--- config.mk ---
export PLATFORM = sky130hd
export DESIGN_NAME = esos_status
export DESIGN_NICKNAME = d
export VERILOG_FILES = /design/src/design/esos_pkg.sv /design/src/design/esos_sticky.sv /design/src/design/esos_rise.sv /design/src/design/esos_status.sv
export SDC_FILE = /design/constraint.sdc
export NUM_CORES = 1
export LEC_CHECK = 0
export ABC_AREA = 1
export BUFFER_PORTS_ARGS = -buffer_cell sky130_fd_sc_hd__clkbuf_2
export CAP_MARGIN = 20
export CORE_UTILIZATION = 50
export DETAILED_ROUTE_END_ITERATION = 16
export PLACE_DENSITY = 0.87
export SLEW_MARGIN = 10
export SYNTH_ARGS = -nofsm -noshare
export SYNTH_HDL_FRONTEND = slang
export SYNTH_SLANG_ARGS = --single-unit
--- constraint.sdc ---
create_clock -name clk_i -period 1.2 [get_ports clk_i]
set_clock_uncertainty 0.15 [all_clocks]
set_input_delay 0.18 -clock clk_i [delete_from_list [all_inputs] [get_ports clk_i]]
set_output_delay 0.18 -clock clk_i [all_outputs]
set_load 0.01 [all_outputs]
--- src/design/esos_pkg.sv ---
// Shared constants and carriers for the event and operation status block.
package esos_pkg;

    // Register widths.
    localparam int EVS_W  = 8;
    localparam int OPER_W = 16;

    // Event status bit positions.
    localparam int EVS_OPC    = 0;
    localparam int EVS_QUERY  = 2;
    localparam int EVS_DEVICE = 3;
    localparam int EVS_EXEC   = 4;
    localparam int EVS_CMD    = 5;
    localparam int EVS_USER   = 6;
    localparam int EVS_PON    = 7;

    // Operation status bit positions.
    localparam int OPER_CAL    = 0;
    localparam int OPER_HCOPY  = 8;
    localparam int OPER_SCAN   = 9;
    localparam int OPER_BREAK  = 10;
    localparam int OPER_THRESH = 12;
    localparam int OPER_ZERO   = 15;

    // Values after reset; the power-on bit starts set.
    localparam logic [EVS_W-1:0]  EVS_RST     = 8'h80;
    localparam logic [EVS_W-1:0]  ESE_RST     = 8'h00;
    localparam logic [OPER_W-1:0] OPER_RST    = 16'h0000;
    localparam logic [OPER_W-1:0] OPER_EN_RST = 16'h0000;
    localparam logic              FEED_RST    = 1'b0;

    // Error code windows and fallback codes, two's complement.
    localparam logic signed [15:0] DEV_LO   = 16'shfe71;
    localparam logic signed [15:0] DEV_HI   = 16'shfed4;
    localparam logic signed [15:0] EXE_LO   = 16'shfed5;
    localparam logic signed [15:0] EXE_HI   = 16'shff38;
    localparam logic signed [15:0] CMD_LO   = 16'shff39;
    localparam logic signed [15:0] CMD_HI   = 16'shff9c;
    localparam logic signed [15:0] DEV_DFLT = 16'shfed4;
    localparam logic signed [15:0] EXE_DFLT = 16'shff38;
    localparam logic signed [15:0] CMD_DFLT = 16'shff9c;

    // Controller command strobes, one cycle each.
    typedef struct packed {
        logic evs_rd;
        logic ese_rd;
        logic ese_wr;
        logic cond_rd;
        logic evt_rd;
        logic oen_rd;
        logic oen_wr;
        logic feed_wr;
    } esos_cmd_t;

    // Error report: a push strobe and its queue code.
    typedef struct packed {
        logic              push;
        logic signed [15:0] code;
    } esos_err_t;

    // Scan flow state.
    typedef enum logic {
        MEAS_RUN,
        MEAS_PAUSED
    } esos_meas_t;

endpackage

--- src/design/esos_sticky.sv ---
`timescale 1ns/1ns
// Sticky event bits that clear on a read; a set in the read cycle survives.
module esos_sticky #(
    parameter int              W   = 8,
    parameter logic [W-1:0]    RST = '0
) (
    input  wire logic         clk_i,
    input  wire logic         rst_n_i,
    input  wire logic [W-1:0] set_i,
    input  wire logic         rd_clr_i,
    output logic      [W-1:0] q_o
);

    logic [W-1:0] q_r;   // Latched event bits.
    logic [W-1:0] q_nxt; // Next latched bits.

    // Clear on read first, then OR in new events so the set wins.
    always_comb begin
        q_nxt = (rd_clr_i ? '0 : q_r) | set_i;
    end

    // Register the latched bits.
    always_ff @(posedge clk_i or negedge rst_n_i) begin
        if (!rst_n_i) begin
            q_r <= RST;
        end else begin
            q_r <= q_nxt;
        end
    end

    assign q_o = q_r;

endmodule

--- src/design/esos_rise.sv ---
`timescale 1ns/1ns
// Rising transition detector; the output is combinational on the live input.
module esos_rise #(
    parameter int W = 1
) (
    input  wire logic         clk_i,
    input  wire logic         rst_n_i,
    input  wire logic [W-1:0] lvl_i,
    output logic      [W-1:0] rise_o
);

    logic [W-1:0] prev_r;   // Level seen on the previous edge.
    logic [W-1:0] prev_nxt; // Next stored level.

    // Remember the current level for the next comparison.
    always_comb begin
        prev_nxt = lvl_i;
    end

    // Register the level; starting low means a level high at release counts as a rise.
    always_ff @(posedge clk_i or negedge rst_n_i) begin
        if (!rst_n_i) begin
            prev_r <= '0;
        end else begin
            prev_r <= prev_nxt;
        end
    end

    assign rise_o = lvl_i & ~prev_r;

endmodule

--- src/design/esos_status.sv ---
`timescale 1ns/1ns
// What this block does
// - Operation complete sets bit 0 once idle.
// - Query error sets bit 2.
// - Device fault sets bit 3, queues code unless an execution or command fault comes in the same cycle.
// - Execution fault sets bit 4, queues code unless a command fault comes in the same cycle.
// - Command fault sets bit 5, queues code.
// - Local key sets bit 6.
// - Power-up sets bit 7.
// - Controller-written enable mask for event bits.
// - Condition bit 0 follows calibration.
// - Condition bit 8 follows hardcopy printing.
// - Bit 9 reports scan blocks when feeding.
// - Range end sets bit 10, pauses until continue.
// - Bit 15 zero, unused zero, 12 threshold.
// - Condition view plus since-last-read event view.
// - Event summary bit from enabled event bits.
// - Operation summary from enabled operation events.
module esos_status (
    input  wire logic                 clk_i,
    input  wire logic                 rst_n_i,
    input  wire esos_pkg::esos_cmd_t  cmd_i,
    input  wire logic [15:0]          wdata_i,
    input  wire logic                 opc_cmd_i,
    input  wire logic                 cmds_idle_i,
    input  wire logic                 output_rd_i,
    input  wire logic                 query_pending_i,
    input  wire logic                 new_cmd_i,
    input  wire logic                 response_unfetched_i,
    input  wire esos_pkg::esos_err_t  dev_err_i,
    input  wire esos_pkg::esos_err_t  exe_err_i,
    input  wire esos_pkg::esos_err_t  cmd_err_i,
    input  wire logic                 local_key_i,
    input  wire logic                 calibration_active_i,
    input  wire logic                 hardcopy_active_i,
    input  wire logic                 scan_results_ready_i,
    input  wire logic                 scan_range_end_i,
    input  wire logic                 continue_measurement_cmd_i,
    input  wire logic                 threshold_active_i,
    output logic [15:0]               rdata_o,
    output logic                      rvalid_o,
    output esos_pkg::esos_err_t       err_o,
    output logic                      event_summary_bit_o,
    output logic                      oper_summary_o,
    output logic                      meas_paused_o,
    output logic                      continuous_result_feed_o
);

    // Tell whether a code lies inside an inclusive window.
    function automatic logic in_win(input logic signed [15:0] c,
                                    input logic signed [15:0] lo,
                                    input logic signed [15:0] hi);
        in_win = (c >= lo) && (c <= hi);
    endfunction

    logic [esos_pkg::EVS_W-1:0]  evs_q;      // Latched event status.
    logic [esos_pkg::EVS_W-1:0]  evs_set;    // Event status set terms.
    logic [esos_pkg::OPER_W-1:0] oper_cond;  // Operation condition view.
    logic [esos_pkg::OPER_W-1:0] oper_rise;  // Positive transitions of the condition.
    logic [esos_pkg::OPER_W-1:0] oper_evt;   // Operation event view.
    logic                        key_rise;   // Local key press edge.
    logic                        opc_hit;    // Operation complete fires this cycle.
    logic                        query_hit;  // Query error detected this cycle.

    // Control registers written by the controller.
    logic [esos_pkg::EVS_W-1:0]  ese_r,  ese_nxt;   // Event status enable mask.
    logic [esos_pkg::OPER_W-1:0] oen_r,  oen_nxt;   // Operation event enable mask.
    logic                        feed_r, feed_nxt;  // Continuous result feeding.
    logic                        opc_pend_r, opc_pend_nxt; // Waiting for idle.
    esos_pkg::esos_meas_t        meas_r, meas_nxt;  // Scan flow state.

    // Read port and error queue registers.
    logic [15:0]                 rdata_nxt;
    logic                        rvalid_nxt;
    esos_pkg::esos_err_t         err_r, err_nxt;

    // Control state: masks, feed switch, pending operation complete and pause.
    always_comb begin
        ese_nxt      = ese_r;
        oen_nxt      = oen_r;
        feed_nxt     = feed_r;
        opc_pend_nxt = opc_pend_r;
        meas_nxt     = meas_r;
        if (cmd_i.ese_wr) begin
            ese_nxt = wdata_i[esos_pkg::EVS_W-1:0];
        end
        if (cmd_i.oen_wr) begin
            oen_nxt = wdata_i;
        end
        if (cmd_i.feed_wr) begin
            feed_nxt = wdata_i[0];
        end
        // A request made while already idle fires at once and leaves nothing pending.
        if (opc_hit) begin
            opc_pend_nxt = 1'b0;
        end else if (opc_cmd_i) begin
            opc_pend_nxt = 1'b1;
        end
        // Continue in the same cycle as a new range end keeps the scan paused.
        unique case (meas_r)
            esos_pkg::MEAS_RUN: begin
                if (scan_range_end_i) begin
                    meas_nxt = esos_pkg::MEAS_PAUSED;
                end
            end
            esos_pkg::MEAS_PAUSED: begin
                if (continue_measurement_cmd_i && !scan_range_end_i) begin
                    meas_nxt = esos_pkg::MEAS_RUN;
                end
            end
        endcase
    end

    // Register the control state.
    always_ff @(posedge clk_i or negedge rst_n_i) begin
        if (!rst_n_i) begin
            ese_r      <= esos_pkg::ESE_RST;
            oen_r      <= esos_pkg::OPER_EN_RST;
            feed_r     <= esos_pkg::FEED_RST;
            opc_pend_r <= 1'b0;
            meas_r     <= esos_pkg::MEAS_RUN;
        end else begin
            ese_r      <= ese_nxt;
            oen_r      <= oen_nxt;
            feed_r     <= feed_nxt;
            opc_pend_r <= opc_pend_nxt;
            meas_r     <= meas_nxt;
        end
    end

    // Detect presses of the local key.
    esos_rise #(.W(1)) u_key_rise (
        .clk_i   (clk_i),
        .rst_n_i (rst_n_i),
        .lvl_i   (local_key_i),
        .rise_o  (key_rise)
    );

    // Event status set terms; the power-on bit comes only from the reset value.
    assign opc_hit   = (opc_pend_r || opc_cmd_i) && cmds_idle_i;
    assign query_hit = (output_rd_i && !query_pending_i) ||
                       (new_cmd_i && response_unfetched_i);
    always_comb begin
        evs_set                        = '0;
        evs_set[esos_pkg::EVS_OPC]     = opc_hit;
        evs_set[esos_pkg::EVS_QUERY]   = query_hit;
        evs_set[esos_pkg::EVS_DEVICE]  = dev_err_i.push;
        evs_set[esos_pkg::EVS_EXEC]    = exe_err_i.push;
        evs_set[esos_pkg::EVS_CMD]     = cmd_err_i.push;
        evs_set[esos_pkg::EVS_USER]    = key_rise;
    end

    // Event status register, power-on bit set out of reset.
    esos_sticky #(.W(esos_pkg::EVS_W), .RST(esos_pkg::EVS_RST)) u_evs (
        .clk_i    (clk_i),
        .rst_n_i  (rst_n_i),
        .set_i    (evs_set),
        .rd_clr_i (cmd_i.evs_rd),
        .q_o      (evs_q)
    );

    // Operation condition view; unused bits and bit 15 stay zero.
    always_comb begin
        oper_cond                        = '0;
        oper_cond[esos_pkg::OPER_CAL]    = calibration_active_i;
        oper_cond[esos_pkg::OPER_HCOPY]  = hardcopy_active_i;
        oper_cond[esos_pkg::OPER_SCAN]   = scan_results_ready_i && feed_r;
        oper_cond[esos_pkg::OPER_BREAK]  = (meas_r == esos_pkg::MEAS_PAUSED);
        oper_cond[esos_pkg::OPER_THRESH] = threshold_active_i;
    end

    // Events record rises of the condition since the last event read.
    esos_rise #(.W(esos_pkg::OPER_W)) u_oper_rise (
        .clk_i   (clk_i),
        .rst_n_i (rst_n_i),
        .lvl_i   (oper_cond),
        .rise_o  (oper_rise)
    );

    esos_sticky #(.W(esos_pkg::OPER_W), .RST(esos_pkg::OPER_RST)) u_oper_evt (
        .clk_i    (clk_i),
        .rst_n_i  (rst_n_i),
        .set_i    (oper_rise),
        .rd_clr_i (cmd_i.evt_rd),
        .q_o      (oper_evt)
    );

    // Summaries are combinational so they follow the latched bits at once.
    assign event_summary_bit_o = |(evs_q & ese_r);
    assign oper_summary_o      = |(oper_evt & oen_r);

    // Read mux and error queue push. Only one error is pushed per cycle, command faults first;
    // the others still set their event bits, which is the cheaper trade against a queue here.
    always_comb begin
        rdata_nxt  = '0;
        rvalid_nxt = 1'b1;
        err_nxt    = '0;
        if (cmd_i.evs_rd) begin
            rdata_nxt = {8'h00, evs_q};
        end else if (cmd_i.ese_rd) begin
            rdata_nxt = {8'h00, ese_r};
        end else if (cmd_i.cond_rd) begin
            rdata_nxt = oper_cond;
        end else if (cmd_i.evt_rd) begin
            rdata_nxt = oper_evt;
        end else if (cmd_i.oen_rd) begin
            rdata_nxt = oen_r;
        end else begin
            rvalid_nxt = 1'b0;
        end
        if (cmd_err_i.push) begin
            err_nxt.push = 1'b1;
            err_nxt.code = in_win(cmd_err_i.code, esos_pkg::CMD_LO, esos_pkg::CMD_HI) ?
                           cmd_err_i.code : esos_pkg::CMD_DFLT;
        end else if (exe_err_i.push) begin
            err_nxt.push = 1'b1;
            err_nxt.code = in_win(exe_err_i.code, esos_pkg::EXE_LO, esos_pkg::EXE_HI) ?
                           exe_err_i.code : esos_pkg::EXE_DFLT;
        end else if (dev_err_i.push) begin
            err_nxt.push = 1'b1;
            // Positive codes refine the fault and pass through unchanged.
            err_nxt.code = (in_win(dev_err_i.code, esos_pkg::DEV_LO, esos_pkg::DEV_HI) ||
                            dev_err_i.code > 16'sh0000) ? dev_err_i.code : esos_pkg::DEV_DFLT;
        end
    end

    // Register read data and error output.
    always_ff @(posedge clk_i or negedge rst_n_i) begin
        if (!rst_n_i) begin
            rdata_o  <= '0;
            rvalid_o <= 1'b0;
            err_r    <= '0;
        end else begin
            rdata_o  <= rdata_nxt;
            rvalid_o <= rvalid_nxt;
            err_r    <= err_nxt;
        end
    end

    assign err_o                    = err_r;
    assign meas_paused_o            = (meas_r == esos_pkg::MEAS_PAUSED);
    assign continuous_result_feed_o = feed_r;
endmodule

==> results of run 1 <==
-- logic make-up (layout without fill, tap and decap cells) --
| kind of cell | count (synthesis) | in the layout | share of synthesized area |
|---|---|---|---|
| and+or+nand+nor | 177 | 178 | 0.216 |
| AOI/OAI and AO/OA | 64 | 64 | 0.112 |
| DFF | 79 | 79 | 0.555 |
| muxes | 12 | 12 | 0.0379 |
| buffers and inverters | 72 | 310 | 0.0789 |
-- per-layer routing --
layer	track usage	vias up
li1	-	1796
met5	0	-
met3	0.0590	74
met1	0.339	1859
met4	0.167	0
met2	0.549	283
-- synth_stat cells, types with 2 or more instances --
| cell | n |
|---|---|
| a21oi_1 | 9 |
| nand3_1 | 26 |
| a31oi_1 | 2 |
| o221ai_1 | 6 |
| mux2_2 | 12 |
| o22ai_1 | 3 |
| nand2_1 | 90 |
| inv_2 | 2 |
| dfrtp_1 | 78 |
| clkbuf_1 | 8 |
| a21boi_1 | 4 |
| nand2_4 | 2 |
| o211ai_1 | 2 |
| nand4_1 | 12 |
| nand2_2 | 2 |
| inv_1 | 59 |
| nor3_1 | 2 |
| nand3b_1 | 2 |
| o21ai_0 | 25 |
| nor2_1 | 37 |
| o21ai_1 | 3 |
| a221oi_1 | 7 |
-- sequential cells by signal, summed over array words and instances, names as in the netlist --
| name | flops |
|---|---|
| continuous_result_feed_o | 1 |
| err_o | 17 |
| ese_r | 8 |
| meas_paused_o | 1 |
| oen_r | 16 |
| opc_pend_r | 1 |
| rdata_o | 16 |
| rvalid_o | 1 |
| u_evs.q_o | 7 |
| u_key_rise.prev_r | 1 |
| u_oper_evt.q_o | 5 |
| u_oper_rise.prev_r | 5 |
-- placed cells by master, fill, tap and decap left out, drive strengths merged, types with 4 or more instances in the layout --
| cell | instances |
|---|---|
| dfrtp | 78 |
| a221oi | 7 |
| a21boi | 4 |
| nand4 | 12 |
| buf | 84 |
| a21oi | 10 |
| mux2 | 12 |
| clkbuf | 124 |
| nor2 | 37 |
| o221ai | 6 |
| nand2 | 95 |
| dlygate4sd3 | 35 |
| o21ai | 28 |
| nand3 | 26 |
| inv | 64 |
-- path summary, 6_finish.rpt --
check / start / to / depth (start not counted)
max in group asynchronous: rst_n_i / ese_r[5]$_DFFE_PN0P_ / 3
max reg2reg: u_oper_evt.q_o[0]$_DFF_PN0_ / rdata_o[0]$_DFF_PN0_ / 3
min reg2reg: u_key_rise.prev_r$_DFF_PN0_ / u_evs.q_o[6]$_DFF_PN0_ / 1
min: dev_err_i[16] / u_evs.q_o[3]$_DFF_PN0_ / 3
min in group asynchronous: rst_n_i / rvalid_o$_DFF_PN0_ / 2
max: ese_r[7]$_DFFE_PN0P_ / event_summary_bit_o / 5
-- worst max-delay path, delay by kind of cell, from the launching register on --
family,cells,cell delay (ps)
AOI/OAI and AO/OA,3,500
buffers and inverters,2,250
DFF,1,390
-- where the power goes --
group          internal [mW]  leakage, nW  switching [mW]
clock                   1.04        0.101            1.06
sequential              2.86        0.932           0.100
combinational          0.643         1.90           0.691
total                   4.54         2.93            1.85
-- timing repair --
| action | in CTS | in global routing |
|---|---|---|
| setup buffers | 4 | 2 |
| hold endpoints to repair | 128 | 4 |
| setup endpoints to repair | 9 | 46 |
| cloned | 0 | 2 |
| pin swaps | 5 | 24 |
| resized for setup | 12 | 72 |
| hold buffers | 35 | 2 |
-- layout make-up --
| type | instances | share of cell area |
|---|---|---|
| Sequential cell | 79 | 0.348 |
| Timing Repair Buffer | 232 | 0.283 |
| Multi-Input combinational cell | 254 | 0.271 |
| Inverter | 62 | 0.0418 |
| Clock buffer | 11 | 0.0249 |
| Tap cell | 96 | 0.0211 |
| Clock inverter | 5 | 0.0112 |
==> results.cfg, run 1 <==
[run]
max_cap_viol_count = 0

[finish]
nFillCells = 364
syn_to_final_growth_pct = 59.4
diodes = 0
finalInstanceArea_um2 = 5690
fin_util = 0.832
regArea_um2 = 1980
multi_input_area_um2 = 1540
drive_gt1_frac = 0.440
final_nets = 728
stdcell_count = 739

[place]
place.gp.congestion = 0.942
port_buffers = 127
place_ws_ps = -336
placed_cell_area_um2 = 4810
hpwlAfterDp_um = 7140
placedCellCount = 680

[routing]
wl_met3_um = 926
topRoutingLayerUsed = met4
wl_met1_um = 4480
vias_per_cell = 5.43
ant_nets = 0
drt_iter0_drc = 289
wl_met2_um = 6170
routed_wl_um = 12300
vias = 4012
drc = 0
detail_route.wl_per_cell_um = 16.6
drtPass1Iterations = 6

[setup_path]
crit_slowest_cell = dfrtp_1
critPathCaptureType = output pin
start_kind = flop
max_stage_delay_ps = 390
crit_arrival_ps = 1500
path_cells = inv_2 > o22ai_2 > a221oi_2 > o2111ai_2 > clkbuf_2
required_ps = 870
r2r_slack_ps = -80
crit_fanout = 2
path_class = flop to output pin

[clock_tree]
cts_buffers = 9
clkTransAtPathRegs_ps = 90
cts_max_path_buffers = 2
clock-sinks = 79
h-tree-depth = 3
cts_tree = built
clk_latency_ps = 360
cts-root-buf = clkbuf_8

[sta]
slew_violations = 0
max_freq_mhz = 545
holdWs_ps = -52.8
finalHoldViolCount = 2
finalWorstSetupSlack_ps = -634
fin_setup_tns_ps = -2150
max_slew.worst_pin.slew_ps = 383
period_needed_ps = 1830
relSlewSlack = 0.745
setup_viol = 21
rsz0062_at_grt = yes
fin_crit_sh = 1.53

[grt]
gr-usage-all-layers = 0.305
antenna_found_initial = 0
grt_pass1_vias = 3771
grt_pass1_wl_um = 17200
grt_max_degree = 28
grt_remaining_overflow = 0

[pwr]
vdd_ir_drop_max_mv = 0.845
p_total_mw = 6.39
leakagePower_nw = 2.93
powerDensity_nw_per_um2 = 1120

[floorplanning]
start_util = 0.522
io_pins = 128
die_w_um = 86.5
die-area_um2 = 7480
rows = 30
die_y_um = 86.5
coreArea_um2 = 6830

[logic_synthesis]
synth-async-reset-ratio = 1.00
synth_edf_count = 0
syn_inst = 404
yosysTopAreaCellShare = 0.547
ys_ff_latch = 79
synthFlopType = dfrtp_1
synthesis.nets = 494
yosysSeqAreaShare = 0.555
synth_top_area_cell = dfrtp_1
synth_area_leaders = dfrtp_1, nand2_1, inv_1
yosysWarnings = 0
ys_types = 33
synth_area_um2 = 3570
avgSynthCellArea_um2 = 8.83

[run_status]
status = finished with violations
violations = hold timing, setup timing

[worst_hold_path]
hp-class = primary input to flop
No activity file was read; power rests on OpenSTA's default activity.
==> run 2: changes to the inputs <==
--- a/config.mk
+++ b/config.mk
@@ -8,9 +8,10 @@
 export ABC_AREA = 1
 export BUFFER_PORTS_ARGS = -buffer_cell sky130_fd_sc_hd__clkbuf_2
 export CAP_MARGIN = 20
-export CORE_UTILIZATION = 50
+export CORE_UTILIZATION = 51
+export CTS_BUF_LIST = sky130_fd_sc_hd__clkbuf_8
 export DETAILED_ROUTE_END_ITERATION = 16
-export PLACE_DENSITY = 0.87
+export PLACE_DENSITY = 0.89
 export SLEW_MARGIN = 10
 export SYNTH_ARGS = -nofsm -noshare
 export SYNTH_HDL_FRONTEND = slang
==> constraint.sdc (replaced) <==
create_clock -name clk_i -period 1.2 [get_ports clk_i]
set_clock_uncertainty 0.15 [all_clocks]
set_input_delay 0.24 -clock clk_i [delete_from_list [all_inputs] [get_ports clk_i]]
set_output_delay 0.24 -clock clk_i [all_outputs]
set_load 0.01 [all_outputs]
==> run 2 against run 1 <==
Against the previous run:
- the flow finishes with violations (setup timing)
- register-to-register slack better by 80 ps
- worst hold slack improved by 54 ps
- utilization increased by 2.2 points
- global-route usage grew 1.3 points
- sequential share of layout area decreased by 0.52 points
- clock power rose by 2%
- setup slack worse by 63 ps
- power increased by 1.7%
- maximum frequency is 3.3% lower
- sequential power hardly changed
- design area is 1.5% higher
- non-clock buffer count unchanged
- largest cell class unchanged
- largest power group unchanged
==> results.cfg, run 2 (synthesis gave the netlist of run 1 again) <==
[run]
max_cap_viol_count = 0

[finish]
largest_reg_flops = 17
final_nets = 728
drive_gt1_frac = 0.468
syn_to_final_growth_pct = 61.8
final_common_cell = clkbuf_2
nFillCells = 326
diodes = 0
final_cell_mix = clkbuf_2, dfrtp_1, buf_4, nand2_1, inv_1

[grt]
grt_remaining_overflow = 0
grt_pass1_wl_um = 17800
antenna_found_initial = 0
grt_max_degree = 35
gr-usage-all-layers = 0.318
grt_pass1_vias = 4004

[setup_path]
crit_slowest_cell = dfrtp_1
critPathCaptureType = output pin
start_kind = flop
path_class = flop to output pin
required_ps = 810
crit_fanout = 3
crit_arrival_ps = 1510
r2r_slack_ps = 0
path_cells = inv_2 > o22ai_4 > a221oi_2 > o2111ai_2 > buf_2
max_stage_delay_ps = 380

[routing]
routed_wl_um = 12800
drtPass1Iterations = 7
vias_per_cell = 5.63
drc = 0
detail_route.wl_per_cell_um = 17.8
vias = 4073
drt_iter0_drc = 240
ant_nets = 0

[place]
place.gp.congestion = 0.933
hpwlAfterDp_um = 7340
port_buffers = 127

[sta]
fin_setup_tns_ps = -4910
slew_violations = 0
holdWs_ps = 1.15
period_needed_ps = 1900
rsz0062_at_grt = yes
max_slew.worst_pin.slew_ps = 379
relSlewSlack = 0.748
max_freq_mhz = 527
finalWorstSetupSlack_ps = -698
finalHoldViolCount = 0
fin_crit_sh = 1.58
setup_viol = 56

[clock_tree]
holdBufCountCts = 30
clk_latency_ps = 350
clkTransAtPathRegs_ps = 90
cts_tree = built
cts_max_path_buffers = 2
cts_buffers = 9
clock-sinks = 79
cts-root-buf = clkbuf_8
h-tree-depth = 3

[floorplanning]
start_util = 0.528
rows = 30
io_pins = 128
die_w_um = 85.6
die-area_um2 = 7330
coreArea_um2 = 6760
die_y_um = 85.6

[worst_hold_path]
hp-class = primary input to flop

[pwr]
p_total_mw = 6.50
leakagePower_nw = 2.97
vdd_ir_drop_max_mv = 0.563
powerDensity_nw_per_um2 = 1130

[run_status]
violations = setup timing
status = finished with violations
-- run 2: per-layer routing --
metal / track usage / part of all wire
met4: 0.185 / 0.055
met2: 0.585 / 0.52
met5: 0 / 0
met1: 0.344 / 0.35
met3: 0.0539 / 0.079
-- run 2: cell type report --
class                           count  area [um^2]  share of cell area
Sequential cell                    79         1980               0.343
Multi-Input combinational cell    254         1630               0.282
Timing Repair Buffer              232         1600               0.278
Inverter                           62          250              0.0433
Clock buffer                        9          124              0.0215
Tap cell                           80          100              0.0173
Clock inverter                      7         90.1              0.0156
-- run 2: path summary, 6_finish.rpt --
| kind | startpoint | endpoint | depth (start not counted) |
|---|---|---|---|
| worst max-delay path | ese_r[7]$_DFFE_PN0P_ | event_summary_bit_o | 5 |
| worst min-delay path | cmd_i[2] | rvalid_o$_DFF_PN0_ | 2 |
| worst max register to register | u_evs.q_o[7]$_DFFE_PN1P_ | rdata_o[7]$_DFF_PN0_ | 3 |
| worst min register to register | u_key_rise.prev_r$_DFF_PN0_ | u_evs.q_o[6]$_DFF_PN0_ | 1 |
| max in group asynchronous | rst_n_i | u_evs.q_o[7]$_DFFE_PN1P_ | 3 |
| min in group asynchronous | rst_n_i | continuous_result_feed_o$_DFFE_PN0P_ | 2 |
-- run 2: critical path: cells and delay by family, from the launching register on --
kind                   cells  cell delay [ps]
AOI/OAI and AO/OA          3              480
DFF                        1              380
buffers and inverters      2              290
-- run 2: per-stage QoR --
stage	cell area, um^2	util	std cells	setup WS (ps)
4_1_cts	5510	0.816	718	-627
6_report	5770	0.854	723	-698
3_5_place_dp	4850	0.719	666	-425
5_1_grt	5770	0.854	723	-740
2_1_floorplan	3660	-	404	-158
3_3_place_gp	4850	0.719	666	-317
-- run 2: power by group --
group / total, mW / switching [mW] / internal, mW / leakage, nW
clock: 2.14 / 0.985 / 1.16 / 0.110
combinational: 1.39 / 0.729 / 0.661 / 1.93
sequential: 2.96 / 0.107 / 2.86 / 0.932
total: 6.50 / 1.82 / 4.68 / 2.97
-- run 2: repair_timing --
item	4_1_cts	5_1_grt
setup endpoints to repair	45	55
resized for setup	17	70
setup buffers	5	4
endpoints found under the hold margin	107	1
gates cloned	1	1
pin swaps	15	25
